<file path="config.mk">
export PLATFORM = sky130hd
export DESIGN_NAME = bpd_bus_pin_dir
export DESIGN_NICKNAME = d
export VERILOG_FILES = /design/src/hdl/bpd_pkg.sv /design/src/hdl/bpd_bus_pin_dir.sv
export VERILOG_INCLUDE_DIRS = /design/src /design/src/hdl
export SDC_FILE = /design/constraint.sdc
export NUM_CORES = 1
export LEC_CHECK = 0
export ABC_CLOCK_PERIOD_IN_PS = 1100
export BUFFER_PORTS_ARGS = -buffer_cell sky130_fd_sc_hd__buf_2
export CAP_MARGIN = 30
export CELL_PAD_IN_SITES_DETAIL_PLACEMENT = 0
export CELL_PAD_IN_SITES_GLOBAL_PLACEMENT = 1
export CORE_ASPECT_RATIO = 1.1
export CORE_UTILIZATION = 32
export CTS_CLUSTER_SIZE = 24
export DETAILED_ROUTE_END_ITERATION = 10
export PLACE_DENSITY = 0.75
export SKIP_LAST_GASP = 1
export SLEW_MARGIN = 30
export SYNTH_ARGS = -nofsm -noshare
export SYNTH_HDL_FRONTEND = slang
export SYNTH_SLANG_ARGS = --single-unit
</file>
<file path="constraint.sdc">
create_clock -name sys_clk -period 1.1 [get_ports sys_clk]
set_input_delay 0.055 -clock sys_clk [delete_from_list [all_inputs] [get_ports sys_clk]]
set_output_delay 0.055 -clock sys_clk [all_outputs]
set_load 0.1 [all_outputs]
</file>
<file path="src/hdl/bpd_regs.svh">
// bus pin direction control: reset values and synchroniser depth
`ifndef BPD_REGS_SVH
`define BPD_REGS_SVH
// flip-flops in each pin input synchroniser
`define BPD_SYNC_STAGES   2
// raw active-low pin level seen before any edge is captured
`define BPD_PIN_IDLE      1'h1
// output enables start released so the device drives nothing at reset
`define BPD_OE_RESET      1'h0
// active-low driven values start negated
`define BPD_NEG_RESET     1'h1
`endif

</file>
<file path="src/hdl/bpd_pkg.sv">
// bus pin direction control: shared types
package bpd_pkg;
  // current owner of the system bus
  typedef enum logic [1:0] {
    bpd_own_core,
    bpd_own_independent_dma_master,
    bpd_own_serial_dma_master,
    bpd_own_ext
  } bpd_owner_e;
  // raw active-low levels arriving on the two-way pins
  typedef struct packed {
    logic req_n;     // bus request pin level
    logic grant_n;   // bus grant pin level
    logic clr_n;     // bus clear pin level
    logic ack_n;     // transfer acknowledge pin level
    logic err_n;     // bus error pin level
    logic strobe_n;  // address strobe pin level
  } bpd_pin_in_s;
  // direction and drive of every pin group
  typedef struct packed {
    logic addr_oe;          // address, function code, strobes, r/w, indivisible
    logic data_oe;          // data pins driven
    logic data_capture;     // data pins sampled
    logic ack_oe;           // transfer acknowledge driven
    logic ack_out_n;        // transfer acknowledge level when driven
    logic grant_ack_oe;     // bus grant acknowledge driven low
    logic req_oe;           // bus request open-drain pulled low
    logic grant_oe;         // bus grant driven
    logic grant_out_n;      // bus grant level when driven
    logic clr_oe;           // bus clear open-drain pulled low
    logic error_oe;         // bus error open-drain pulled low
    logic internal_access;  // internal access output, active high
  } bpd_pins_s;
endpackage

</file>
<file path="src/hdl/bpd_bus_pin_dir.sv">
// bus pin direction control: owner and target decoding onto the shared bus pins
`timescale 1ns/10ps
`include "bpd_regs.svh"

module bpd_bus_pin_dir
  import bpd_pkg::*;
(
  input  wire logic        sys_clk,                    // 100 MHz system clock
  input  wire logic        rst,                        // synchronous reset, active high
  input  wire bpd_owner_e  owner,                      // current bus owner from arbiter
  input  wire logic        cycle_active,               // own master has a cycle running
  input  wire logic        target_internal,            // cycle addresses on-chip space
  input  wire logic        cycle_write,                // cycle is a write
  input  wire logic        core_disabled,              // core-disabled mode select
  input  wire logic        cs_ack_internal,            // chip-select makes acknowledge
  input  wire logic        cs_ack_assert,              // chip-select acknowledge now due
  input  wire logic        watchdog_expired,           // hardware watchdog timeout
  input  wire logic        addr_conflict,              // chip-select address conflict
  input  wire logic        write_protect_violation,    // chip-select write protect hit
  input  wire logic        internal_bus_clear_signal,  // on-chip bus clear for independent_dma_master
  input  wire logic        core_clear_req,             // core asks master to release bus
  input  wire logic        serial_dma_master_clear_req,             // serial dma asks for the bus
  input  wire logic        dma_bus_req,                // independent_dma_master or serial_dma_master wants the bus
  input  wire logic        arbiter_grant,              // on-chip arbiter grants external
  input  wire bpd_pin_in_s pin_in,                     // raw pin levels, asynchronous
  output bpd_pins_s        pins_r,                     // pin directions and drive
  output logic             independent_dma_master_bus_clear_r,           // bus clear seen by independent_dma_master
  output logic             dma_grant_r,                // grant seen by independent_dma_master and serial_dma_master
  output logic             ext_bus_request_r,          // external request to arbiter
  output logic             ext_ack_r,                  // acknowledge taken from pin
  output logic             bus_error_seen_r,           // bus error level on pin
  output logic             ext_access_accept_r         // external access to on-chip taken
);

  // two-stage synchronisers; stage one is read only by stage two
  bpd_pin_in_s sync1_r;   // first stage
  bpd_pin_in_s sync2_r;   // second stage, the only one logic reads
  bpd_pin_in_s sync1_nxt; // first stage next
  bpd_pin_in_s sync2_nxt; // second stage next

  // registered outputs next values
  bpd_pins_s   pins_nxt;                // pin direction next
  logic        independent_dma_master_bus_clear_nxt;      // independent_dma_master clear next
  logic        dma_grant_nxt;           // dma grant next
  logic        ext_bus_request_nxt;     // external request next
  logic        ext_ack_nxt;             // sampled acknowledge next
  logic        bus_error_seen_nxt;      // sampled bus error next
  logic        ext_access_accept_nxt;   // external access accept next

  // decode helpers
  logic        own_master;   // core, independent_dma_master or serial_dma_master holds the bus
  logic        dma_owner;    // independent_dma_master or serial_dma_master holds the bus
  logic        serial_dma_master_inside;  // serial_dma_master cycle to dual-port ram, off the bus
  logic        on_bus;       // the cycle actually appears on the pins
  logic        ext_cycle;    // external master strobe seen

  // a reset value for the whole sync struct
  function automatic bpd_pin_in_s idle_pins();
    bpd_pin_in_s p;
    p = '{default: `BPD_PIN_IDLE};
    return p;
  endfunction

  // synchroniser next values
  always_comb begin
    sync1_nxt = pin_in;
    sync2_nxt = sync1_r;
  end

  // synchroniser registers
  always_ff @(posedge sys_clk) begin
    if (rst) begin
      sync1_r <= idle_pins();
      sync2_r <= idle_pins();
    end else begin
      sync1_r <= sync1_nxt;
      sync2_r <= sync2_nxt;
    end
  end

  // owner and target decode
  always_comb begin
    own_master  = (owner != bpd_own_ext);
    dma_owner   = (owner == bpd_own_independent_dma_master) || (owner == bpd_own_serial_dma_master);
    serial_dma_master_inside = (owner == bpd_own_serial_dma_master) && target_internal;
    on_bus      = own_master && !serial_dma_master_inside;
    // the strobe is synchronised, so its timing against sys_clk is free
    ext_cycle   = (owner == bpd_own_ext) && !sync2_r.strobe_n;
  end

  // pin direction and drive next values
  always_comb begin
    pins_nxt = '{default: `BPD_OE_RESET};
    pins_nxt.ack_out_n   = `BPD_NEG_RESET;
    pins_nxt.grant_out_n = `BPD_NEG_RESET;
    // address and control groups only while an own master is on the pins
    pins_nxt.addr_oe = on_bus;
    // drive data for on-chip reads and own writes, never off-bus serial_dma_master
    if (target_internal && !serial_dma_master_inside) begin
      pins_nxt.data_oe      = (!cycle_write) || own_master;
      pins_nxt.data_capture = cycle_write && !own_master;
    end else if (!target_internal) begin
      pins_nxt.data_oe      = own_master && cycle_write;
      pins_nxt.data_capture = !(own_master && cycle_write);
    end
    // acknowledge: on-chip space or chip-select made it, else leave to target
    if ((target_internal && !serial_dma_master_inside) || cs_ack_internal) begin
      pins_nxt.ack_oe    = 1'h1;
      pins_nxt.ack_out_n = !(cs_ack_assert || (target_internal && !own_master));
    end
    // internal access flag; serial_dma_master dual-port cycles never raise it
    pins_nxt.internal_access = target_internal && !serial_dma_master_inside &&
                               ((own_master && cycle_active) || ext_cycle);
    pins_nxt.grant_ack_oe = dma_owner;
    // error pull-down from on-chip sources only
    pins_nxt.error_oe = watchdog_expired || addr_conflict ||
                        write_protect_violation;
    if (core_disabled) begin
      // request becomes a dma open-drain output, grant becomes an input
      pins_nxt.req_oe = dma_bus_req;
      pins_nxt.clr_oe = serial_dma_master_clear_req;
    end else begin
      pins_nxt.grant_oe    = 1'h1;
      pins_nxt.grant_out_n = !arbiter_grant;
      pins_nxt.clr_oe      = core_clear_req || serial_dma_master_clear_req;
    end
  end

  // side-band next values for on-chip consumers
  always_comb begin
    // independent_dma_master clear from the pin only in core-disabled mode
    independent_dma_master_bus_clear_nxt  = core_disabled ? !sync2_r.clr_n
                                        : internal_bus_clear_signal;
    dma_grant_nxt       = core_disabled && !sync2_r.grant_n;
    ext_bus_request_nxt = !core_disabled && !sync2_r.req_n;
    // acknowledge from the pin matters only while the pin is an input;
    // the next enable is used so the refusal lines up with the drive cycle
    // limitation: just after release the synchroniser still holds our own level
    ext_ack_nxt         = !pins_nxt.ack_oe && !sync2_r.ack_n;
    // watched in every owner and target case
    bus_error_seen_nxt  = !sync2_r.err_n;
    ext_access_accept_nxt = ext_cycle && target_internal;
  end

  // output registers; every top output comes from here
  always_ff @(posedge sys_clk) begin
    if (rst) begin
      pins_r              <= '{default: `BPD_OE_RESET, ack_out_n: `BPD_NEG_RESET,
                               grant_out_n: `BPD_NEG_RESET};
      independent_dma_master_bus_clear_r    <= 1'h0;
      dma_grant_r         <= 1'h0;
      ext_bus_request_r   <= 1'h0;
      ext_ack_r           <= 1'h0;
      bus_error_seen_r    <= 1'h0;
      ext_access_accept_r <= 1'h0;
    end else begin
      pins_r              <= pins_nxt;
      independent_dma_master_bus_clear_r    <= independent_dma_master_bus_clear_nxt;
      dma_grant_r         <= dma_grant_nxt;
      ext_bus_request_r   <= ext_bus_request_nxt;
      ext_ack_r           <= ext_ack_nxt;
      bus_error_seen_r    <= bus_error_seen_nxt;
      ext_access_accept_r <= ext_access_accept_nxt;
    end
  end
endmodule

</file>
==> summary.txt, run 1 <==
Global route
  • Met3 Track Usage GR: 0.07752
  • Global routing's busiest layer: met2
  • Pin count of the biggest net entering global routing: 30
  • Met2 Use GR: 0.2107
  • Vias in the first global route: 696
  • Initial antenna violation count: 0
  • Grt ovf: 0
  • First-pass GRT wire length: 2766 um
  • Met1 GRT Util: 0.1270
  • Global-route usage over all layers: 0.1313

Power and ir drop
  • Clk network pwr share: 0.342
  • Seq pwr share: 0.470
  • Sw frac: 0.2809
  • Power per Cell Area: 1666 nW/um^2
  • VDD IR-drop max: 0.9621 mV
  • Sw Pwr: 0.0006869 W
  • Total Power: 0.002445 W
  • Leak: 0.6754 nW
  • Cell Int Power: 0.001758 W
  • Comb pwr share: 0.188

Layout
  • Antenna Cells: 0
  • Non-Filler Instances: 183
  • Final instance area: 1468 um^2
  • Share of layout cells above drive strength 1: 0.4200
  • Area delta synth->final: 58.94%
  • Layout net count: 176

Placed design
  • Global placement routability congestion: 0.7450
  • Cell Count Post-Placement: 156
  • Placed Area: 1155 um^2
  • Port-buffer cells: 41
  • Post-DP HPWL: 1028 um

Timing
  • Final period util: 0.9480
  • Final hold violations: 0
  • Setup_tns: 0 ps
  • Worst Clk Skew: 4.165 ps
  • WHS: 26.26 ps
  • Slew Viols, Final: 0
  • Final setup viols: 0
  • Worst slew margin: 0.7072
  • RSZ-0062 raised after global routing: false
  • Worst-margin pin slew: 439.1 ps
  • Min Tclk post-route: 1043 ps
  • Max Clk Rate: 958.9 MHz

CTS
  • CTS H-tree lvls: 2
  • Clock edge transition at the registers on the reported setup and hold paths: 90 ps
  • Clk sinks: 30
  • CTS tree: done
  • Clock Latency Late Sink: 330 ps
  • Clk buf depth: 2
  • Num CTS Buffers: 5
  • Clock root buffer: clkbuf_4

Worst hold path
  • Hold Crit Class: in -> reg
  • Hold Crit Depth: 3
  • HP Start: owner[1]

Synthesis
  • Synth area leaders: dfxtp_1 65%, or2_2 8.1%, nor2_1 4.5%
  • Synth cell types: 20
  • Commonest cells post-synth: 30 x dfxtp_1, 12 x or2_2, 11 x nor2_1
  • Synth Area per Inst: 10.86 um^2
  • Main flop type after synthesis: dfxtp_1
  • Ys Warns: 0
  • Synth Cell Area: 923.4 um^2
  • Yosys reg bits: 30
  • Post-synth EDFFs: 0
  • Synth area leader: dfxtp_1
  • Register area share after synthesis: 0.6504
  • Post-Synthesis Cells: 85
  • Synthesized Nets: 112
  • Synth top area share: 0.6504
  • Async set-or-reset flop fraction in the synthesized netlist: 0
  • Count leader, synth: dfxtp_1

Die
  • Core ar.: 2753 um^2
  • Horiz. Die Dim: 53.22 um
  • # rows: 20
  • Initial core utilization: 0.3355
  • Die area: 3105 um^2
  • # IOs: 42
  • Vert. Die Dim: 58.34 um

Critical path
  • R2r setup slk: 410 ps
  • WP data arrival: 1270 ps
  • CP max FO: 1
  • FF-to-FF path depth: 1
  • Critical path class: in -> reg
  • CP Capture Type: flip-flop
  • Required @ worst endpoint: 1320 ps
  • FF-to-FF Start: sync2_r[0]
  • Crit path from: arbiter_grant
  • Startpoint class of the critical path: primary input

Drt
  • Wire length per cell: 9.093 um
  • WL final: 1664 um
  • DR pass1 iterations: 4
  • Routed Antenna Nets: 0
  • Number of vias per cell: 4.120
  • Vias after detailed routing: 754
  • Drt initial violations: 4
  • Residual DRC count: 0

Status
  • Status: finished clean

Flow run
  • Max Cap Viol: 0
layout make-up:
cell class,count,area [um^2]
clock buffers,5,37.54
clock inverters,3,40.04
flip-flops and latches,30,600.6
multi-input cells,48,292.8
inverters,4,15.01
repair buffers,60,440.4
fillers,256,1285
well taps,33,41.29
state kept, by name, summed over array words and instances (netlist names):
register / count
independent_dma_master_bus_clear_r: 1
pins_r: 12
ext_bus_request_r: 1
sync2_r: 6
dma_grant_r: 1
ext_access_accept_r: 1
sync1_r: 6
bus_error_seen_r: 1
ext_ack_r: 1
metal layers:
metal,vias up,routed length [um],part of all wire
met5,-,0,0
met4,0,39,0.023
met3,4,128,0.077
met2,25,858,0.52
met1,323,638,0.38
li1,402,-,-
path summary, 6_finish.rpt:
kind / endpoint
min reg2reg: bus_error_seen_r
max reg2reg: pins_r[0]
max: pins_r[3]
min: pins_r[6]
power groups by stage:
stage | clock, W | combinational, W | sequential [W]
final | 0.000837 | 0.000460 | 0.00115
after global routing | 0.000932 | 0.000488 | 0.00115
after CTS | 0.000866 | 0.000460 | 0.00115
after detailed placement | 0 | 0.000393 | 0.00117
after global placement | 0 | 0.000390 | 0.00117
after floorplan | 0 | 0.0000782 | 0.00140
through the flow:
stage / worst slack, ps / utilization
2_1_floorplan: 136.0 / -
3_3_place_gp: 102.8 / 0.4195
3_5_place_dp: 68.70 / 0.4195
4_1_cts: 39.79 / 0.5332
5_1_grt: 13.79 / 0.5332
6_report: 57.17 / 0.5332
cells by family after synthesis:
| logic type | count (synthesis) | share of synthesized area |
|---|---|---|
| and+or+nand+nor | 37 | 0.2114 |
| DFF | 30 | 0.6504 |
| AOI/OAI and AO/OA | 8 | 0.06504 |
| buffers and inverters | 7 | 0.03251 |
| adders and majority gates | 3 | 0.04065 |
timing repair:
| item | in CTS | in global routing |
|---|---|---|
| pin swaps | 0 | 0 |
| endpoints found under the hold margin | 16 | 1 |
| hold buffers | 19 | 1 |
| resized for setup | 18 | 0 |
| cloned | 0 | 0 |
| buffers inserted | 0 | 0 |
| endpoints found under the setup margin | 18 | 1 |
layout by cell type, fill, tap and decap left out:
cell type / synthesis / final
clkbuf_4: 0 / 5
ha_1: 3 / 3
bufinv_16: 0 / 1
nor3_1: 4 / 4
or3_1: 1 / 1
nor2_1: 11 / 11
clkinv_2: 0 / 2
and2b_2: 1 / 1
nor4_1: 1 / 1
nor3b_1: 1 / 1
buf_4: 0 / 18
a2111oi_2: 1 / 1
o22ai_1: 1 / 1
a21oi_1: 3 / 3
a211oi_1: 1 / 1
buf_2: 3 / 23
nor2b_1: 2 / 2
o22a_1: 1 / 1
nand2_1: 3 / 3
dlygate4sd3_1: 0 / 19
nand2b_1: 1 / 1
a22oi_1: 1 / 1
dfxtp_1: 30 / 30
inv_1: 4 / 4
or2_2: 12 / 12
worst max-delay path, stage by stage:
cell,delay [ps]
dlygate4sd3_1,540
buf_2,100
nand2_1,30
dlygate4sd3_1,540
(Power assumes the default switching activity.)
==> inputs of run 2 (changes only) <==
CORE_MARGIN = 3   (was unset)
==> run 2 against run 1 <==
  * Critical path depth is the same
  * Sequential share of layout area shrank 0.50 points
  * Setup slack better by 4.5 ps
  * Flip-flop and latch count stayed put
  * Clock power increased by 2.4%
  * First-iteration DRC count rose to 2.5 times the previous value
  * Clock skew increased by 3.7 ps
  * Critical endpoint unchanged
==> summary.txt, run 2 (same netlist as run 1, synthesis figures left out) <==
Status
  • Status: finished clean

Layout
  • Share of layout cells above drive strength 1: 0.4333
  • Core Util, Final: 0.5694
  • Area delta synth->final: 61.25%
  • Layout net count: 176
  • Antenna Cells: 0
  • Non-Filler Instances: 181
  • Final instance area: 1489 um^2
  • Most frequent cells in the layout: 29 x dfxtp_1, 23 x buf_2, 19 x dlygate4sd3_1
  • Largest register FFs: 12
  • Most common cell after layout, fill and taps aside: dfxtp_1
  • Largest Register: pins_r
  • Top flop regs: pins_r (12), sync1_r (6), sync2_r (6)

Global route
  • Global routing's busiest layer: met2
  • Vias in the first global route: 699
  • Met3 Track Usage GR: 0.06211
  • Pin count of the biggest net entering global routing: 30
  • Global-route usage over all layers: 0.1099
  • Met2 Use GR: 0.1871
  • Initial antenna violation count: 0
  • First-pass GRT wire length: 2898 um
  • Grt ovf: 0
  • Met1 GRT Util: 0.1008

CTS
  • Clk buf depth: 2
  • CTS tree: done
  • Clock Latency Late Sink: 320 ps
  • Clock edge transition at the registers on the reported setup and hold paths: 100 ps
  • CTS H-tree lvls: 2
  • Clk sinks: 30
  • Clock root buffer: clkbuf_4
  • # Post-CTS Setup Buffers: 0
  • Num CTS Buffers: 5

Placed design
  • Placed Area: 1167 um^2
  • Port-buffer cells: 41
  • Global placement routability congestion: 0.6917
  • Post-DP HPWL: 1162 um
  • Cell Count Post-Placement: 154

Drt
  • Routed Antenna Nets: 0
  • DR pass1 iterations: 4
  • Residual DRC count: 0
  • Drt initial violations: 10
  • Vias after detailed routing: 744
  • WL final: 1802 um
  • Wire length per cell: 9.956 um
  • Number of vias per cell: 4.110

Critical path
  • CP Capture Type: flip-flop
  • CP max FO: 1
  • Required @ worst endpoint: 1320 ps
  • WP data arrival: 1260 ps
  • Startpoint class of the critical path: primary input
  • Critical path class: in -> reg

Timing
  • Final period util: 0.9439
  • RSZ-0062 raised after global routing: false
  • Min Tclk post-route: 1038 ps
  • Worst slew margin: 0.7020
  • Final setup viols: 0
  • Worst-margin pin slew: 447.1 ps
  • Setup_tns: 0 ps
  • Final hold violations: 0
  • Slew Viols, Final: 0
  • Worst Clk Skew: 7.826 ps
  • Max Clk Rate: 963.1 MHz

Power and ir drop
  • Power per Cell Area: 1661 nW/um^2
  • Leak: 0.6710 nW
  • VDD IR-drop max: 1.146 mV

Die
  • Die area: 3567 um^2
  • Initial core utilization: 0.3531
  • Core ar.: 2615 um^2
  • Horiz. Die Dim: 57.22 um
  • # rows: 19
  • Vert. Die Dim: 62.34 um
  • # IOs: 42

Flow run
  • Max Cap Viol: 0

Worst hold path
  • Hold Crit Class: in -> reg
==> run 2: changes by cell type in the layout (fill, tap and decap cells not counted) <==
cell,previous run,this run
buf_12,0,1
buf_4,18,17
clkinv_2,2,0
clkinvlp_4,0,2
dfxtp_1,30,29
dfxtp_2,0,1
nor3_1,4,3
nor3_2,0,1
==> run 2: report_power, final <==
group | total (W) | leakage, nW | switching (W) | internal, W
clock | 0.000857 | 0.0374 | 0.000380 | 0.000477
combinational | 0.000466 | 0.386 | 0.000310 | 0.000156
sequential | 0.00115 | 0.248 | 0.0000133 | 0.00114
total | 0.00247 | 0.671 | 0.000704 | 0.00177
==> run 2: what timing repair did <==
item / in CTS / in global routing
endpoints found under the hold margin: 16 / 1
setup endpoints to repair: 17 / 1
resized for setup: 17 / 2
hold buffers: 19 / 1
==> run 2: layout make-up <==
| type | instances | area, um^2 |
|---|---|---|
| timing repair buffer | 60 | 452.9 |
| multi-input combinational | 48 | 297.8 |
| clock buffer | 5 | 37.54 |
| fill | 248 | 1126 |
| clock inverter | 3 | 45.04 |
| tap | 31 | 38.79 |
| inverter | 4 | 15.01 |
| sequential | 30 | 601.8 |
==> run 2: final timing paths <==
path | start | to | slack, ps | depth (start not counted)
worst min-delay path | owner[1] | pins_r[6] | 40 | 3
worst max register to register | sync2_r[0] | pins_r[0] | 410 | 1
worst max-delay path | arbiter_grant | pins_r[3] | 60 | 4
worst min register to register | sync2_r[1] | bus_error_seen_r | 390 | 1
==> run 2: layer usage <==
| metal | routed length [um] | up-vias |
|---|---|---|
| met2 | 924 | 22 |
| met4 | 42 | 0 |
| met5 | 0 | - |
| met3 | 105 | 5 |
| li1 | - | 399 |
| met1 | 730 | 318 |
==> run 2: stage by stage <==
stage | hold WS [ps] | total power (W) | setup WS, ps
2_1_floorplan | 116.9 | 0.001480 | 136.0
3_3_place_gp | 216.2 | 0.001569 | 103.1
3_5_place_dp | 227.7 | 0.001572 | 78.32
4_1_cts | 29.90 | 0.002506 | 41.06
5_1_grt | 26.23 | 0.002587 | 23.57
6_report | 43.69 | 0.002473 | 61.69
==> run 2: worst max-delay path: stages <==
cell and delay (ps):
dlygate4sd3_1 530, buf_2 100, nand2_1 40, dlygate4sd3_1 550
==> inputs of run 3 (changes only) <==
GPL_TIMING_DRIVEN = 0   (was unset)
==> run 3 against run 2 <==
  * Wire length increased by 7.1%
  * Critical path depth unchanged
  * Global-route usage increased by 1.1 points
  * Non-clock buffer count increased by 1
  * First-iteration DRC count increased by 90%
  * Combinational power about the same
  * Setup slack improved by 0.68 ps
  * Count of clock-buffer cells in the layout increased by 2
  * Sequential share of layout area increased by 0.92 points
  * Final cell count increased by 0.55%
  * Critical path type unchanged
  * Largest cell class unchanged
==> summary.txt, run 3 (same netlist as run 1, synthesis figures left out) <==
Status
  • Status: finished clean

Drt
  • WL final: 1930 um
  • Drt initial violations: 19
  • Residual DRC count: 0
  • DR pass1 iterations: 3
  • Routed Antenna Nets: 0
  • Vias after detailed routing: 761
  • Wire length per cell: 10.60 um
  • Number of vias per cell: 4.181

Timing
  • WHS: 16.68 ps
  • Final setup viols: 0
  • Worst Clk Skew: 5.414 ps
  • Slew Viols, Final: 0
  • Setup WS post-layout: 62.37 ps
  • Worst slew margin: 0.8133
  • Final period util: 0.9433
  • Final hold violations: 0
  • Min Tclk post-route: 1038 ps
  • Max Clk Rate: 963.7 MHz
  • RSZ-0062 raised after global routing: false
  • Setup_tns: 0 ps
  • Worst-margin pin slew: 282.3 ps

Critical path
  • Startpoint class of the critical path: primary input
  • CP Capture Type: flip-flop
  • Required @ worst endpoint: 1320 ps
  • CP max FO: 1
  • WP data arrival: 1250 ps
  • FF-to-FF Start: sync2_r[0]
  • R2r setup slk: 380 ps
  • FF-to-FF path depth: 1
  • Critical path class: in -> reg
  • Reg2reg end: pins_r[0]

Layout
  • Layout net count: 177
  • Share of layout cells above drive strength 1: 0.4305
  • Area delta synth->final: 57.32%
  • Area of the multi-input gates: 297.8 um^2
  • Most frequent cells in the layout: 30 x dfxtp_1, 25 x buf_2, 18 x dlygate4sd3_1, 18 x buf_4, 12 x or2_2
  • Non-Filler Instances: 182
  • Antenna Cells: 0
  • Most common cell after layout, fill and taps aside: dfxtp_1
  • Largest register FFs: 12
  • FILL cells: 256
  • Largest Register: pins_r
  • Seq. cell area: 600.6 um^2
  • Top flop regs: pins_r (12), sync1_r (6), sync2_r (6)

Power and ir drop
  • Seq pwr share: 0.508
  • VDD IR-drop max: 0.9362 mV
  • Sw Pwr: 0.0006656 W
  • Leak: 0.6699 nW
  • Comb pwr share: 0.206
  • Sw frac: 0.2941
  • Cell Int Power: 0.001598 W
  • Clk network pwr share: 0.286
  • Power per Cell Area: 1558 nW/um^2

Worst hold path
  • Hold Crit Class: in -> reg
  • HP Start: target_internal
  • Hold path endpoint: pins_r[11]
  • Hold Crit Depth: 2

Die
  • Die area: 3567 um^2
  • Horiz. Die Dim: 57.22 um
  • Initial core utilization: 0.3531
  • Vert. Die Dim: 62.34 um
  • # IOs: 42
  • Core ar.: 2615 um^2
  • # rows: 19

CTS
  • CTS H-tree lvls: 2
  • Num CTS Buffers: 5
  • Clk sinks: 30
  • CTS tree: done
  • Clk buf depth: 2
  • Clock Latency Late Sink: 320 ps
  • Clock edge transition at the registers on the reported setup and hold paths: 90 ps
  • Clock root buffer: clkbuf_4
  • # Post-CTS Setup Buffers: 0

Global route
  • Global-route usage over all layers: 0.1207
  • First-pass GRT wire length: 3160 um
  • Vias in the first global route: 785
  • Grt ovf: 0
  • Initial antenna violation count: 0
  • Pin count of the biggest net entering global routing: 11

Placed design
  • Post-DP HPWL: 1316 um
  • Port-buffer cells: 40
  • Global placement routability congestion: 0.8223
  • Post-place setup slack: 67.79 ps
  • Cell Count Post-Placement: 156

Flow run
  • Max Cap Viol: 0
[run 3: layer usage]
layer / vias to the layer above / part of all wire / track usage
met5: - / 0 / 0
met4: 0 / 0.022 / 0.07826
met3: 6 / 0.077 / 0.06418
met2: 24 / 0.55 / 0.2071
met1: 327 / 0.35 / 0.1065
li1: 404 / - / -
[run 3: final cells by class]
class | instances | area share
flip-flops and latches | 30 | 0.4134
clock inverters | 1 | 0.003445
well taps | 31 | 0.02670
plain buffers | 3 | 0.01034
multi-input cells | 48 | 0.2050
inverters | 4 | 0.01034
clock buffers | 7 | 0.03790
repair buffers | 58 | 0.2929
[run 3: worst max path at each step]
stage                      from  depth (start not counted)                end  slack, ps
4_1_cts              sync2_r[5]                          2  ext_bus_request_r         50
6_report          arbiter_grant                          4          pins_r[3]         60
3_5_place_dp           owner[0]                          5          pins_r[0]         70
5_1_grt               pins_r[7]                          1          pins_r[7]         50
2_1_floorplan  bus_error_seen_r                          0   bus_error_seen_r        140
3_3_place_gp           owner[0]                          6         pins_r[10]         90
[run 3: power groups by stage]
stage	combinational (W)	clock, W	sequential [W]
after floorplan	0.0000782	0	0.00140
after global placement	0.000396	0	0.00117
after detailed placement	0.000399	0	0.00117
after CTS	0.000464	0.000670	0.00115
after global routing	0.000493	0.000735	0.00116
final	0.000465	0.000648	0.00115
[run 3: repair_timing]
| action | CTS | global route |
|---|---|---|
| hold buffers | 18 | 1 |
| resized for setup | 18 | 1 |
| endpoints found under the setup margin | 18 | 1 |
| cloned | 0 | 0 |
| hold endpoints to repair | 15 | 1 |
[run 3: stage by stage]
step,cell area [um^2],util,power [W]
after floorplan,923.4,-,0.001480
after CTS,1448,0.5536,0.002286
after detailed placement,1162,0.4445,0.001574
after global routing,1453,0.5555,0.002384
final,1453,0.5555,0.002263
after global placement,1162,0.4445,0.001568
[run 3: critical path: stages]
cell           delay [ps]
dlygate4sd3_1         520
buf_2                  90
nand2_1                40
dlygate4sd3_1         550
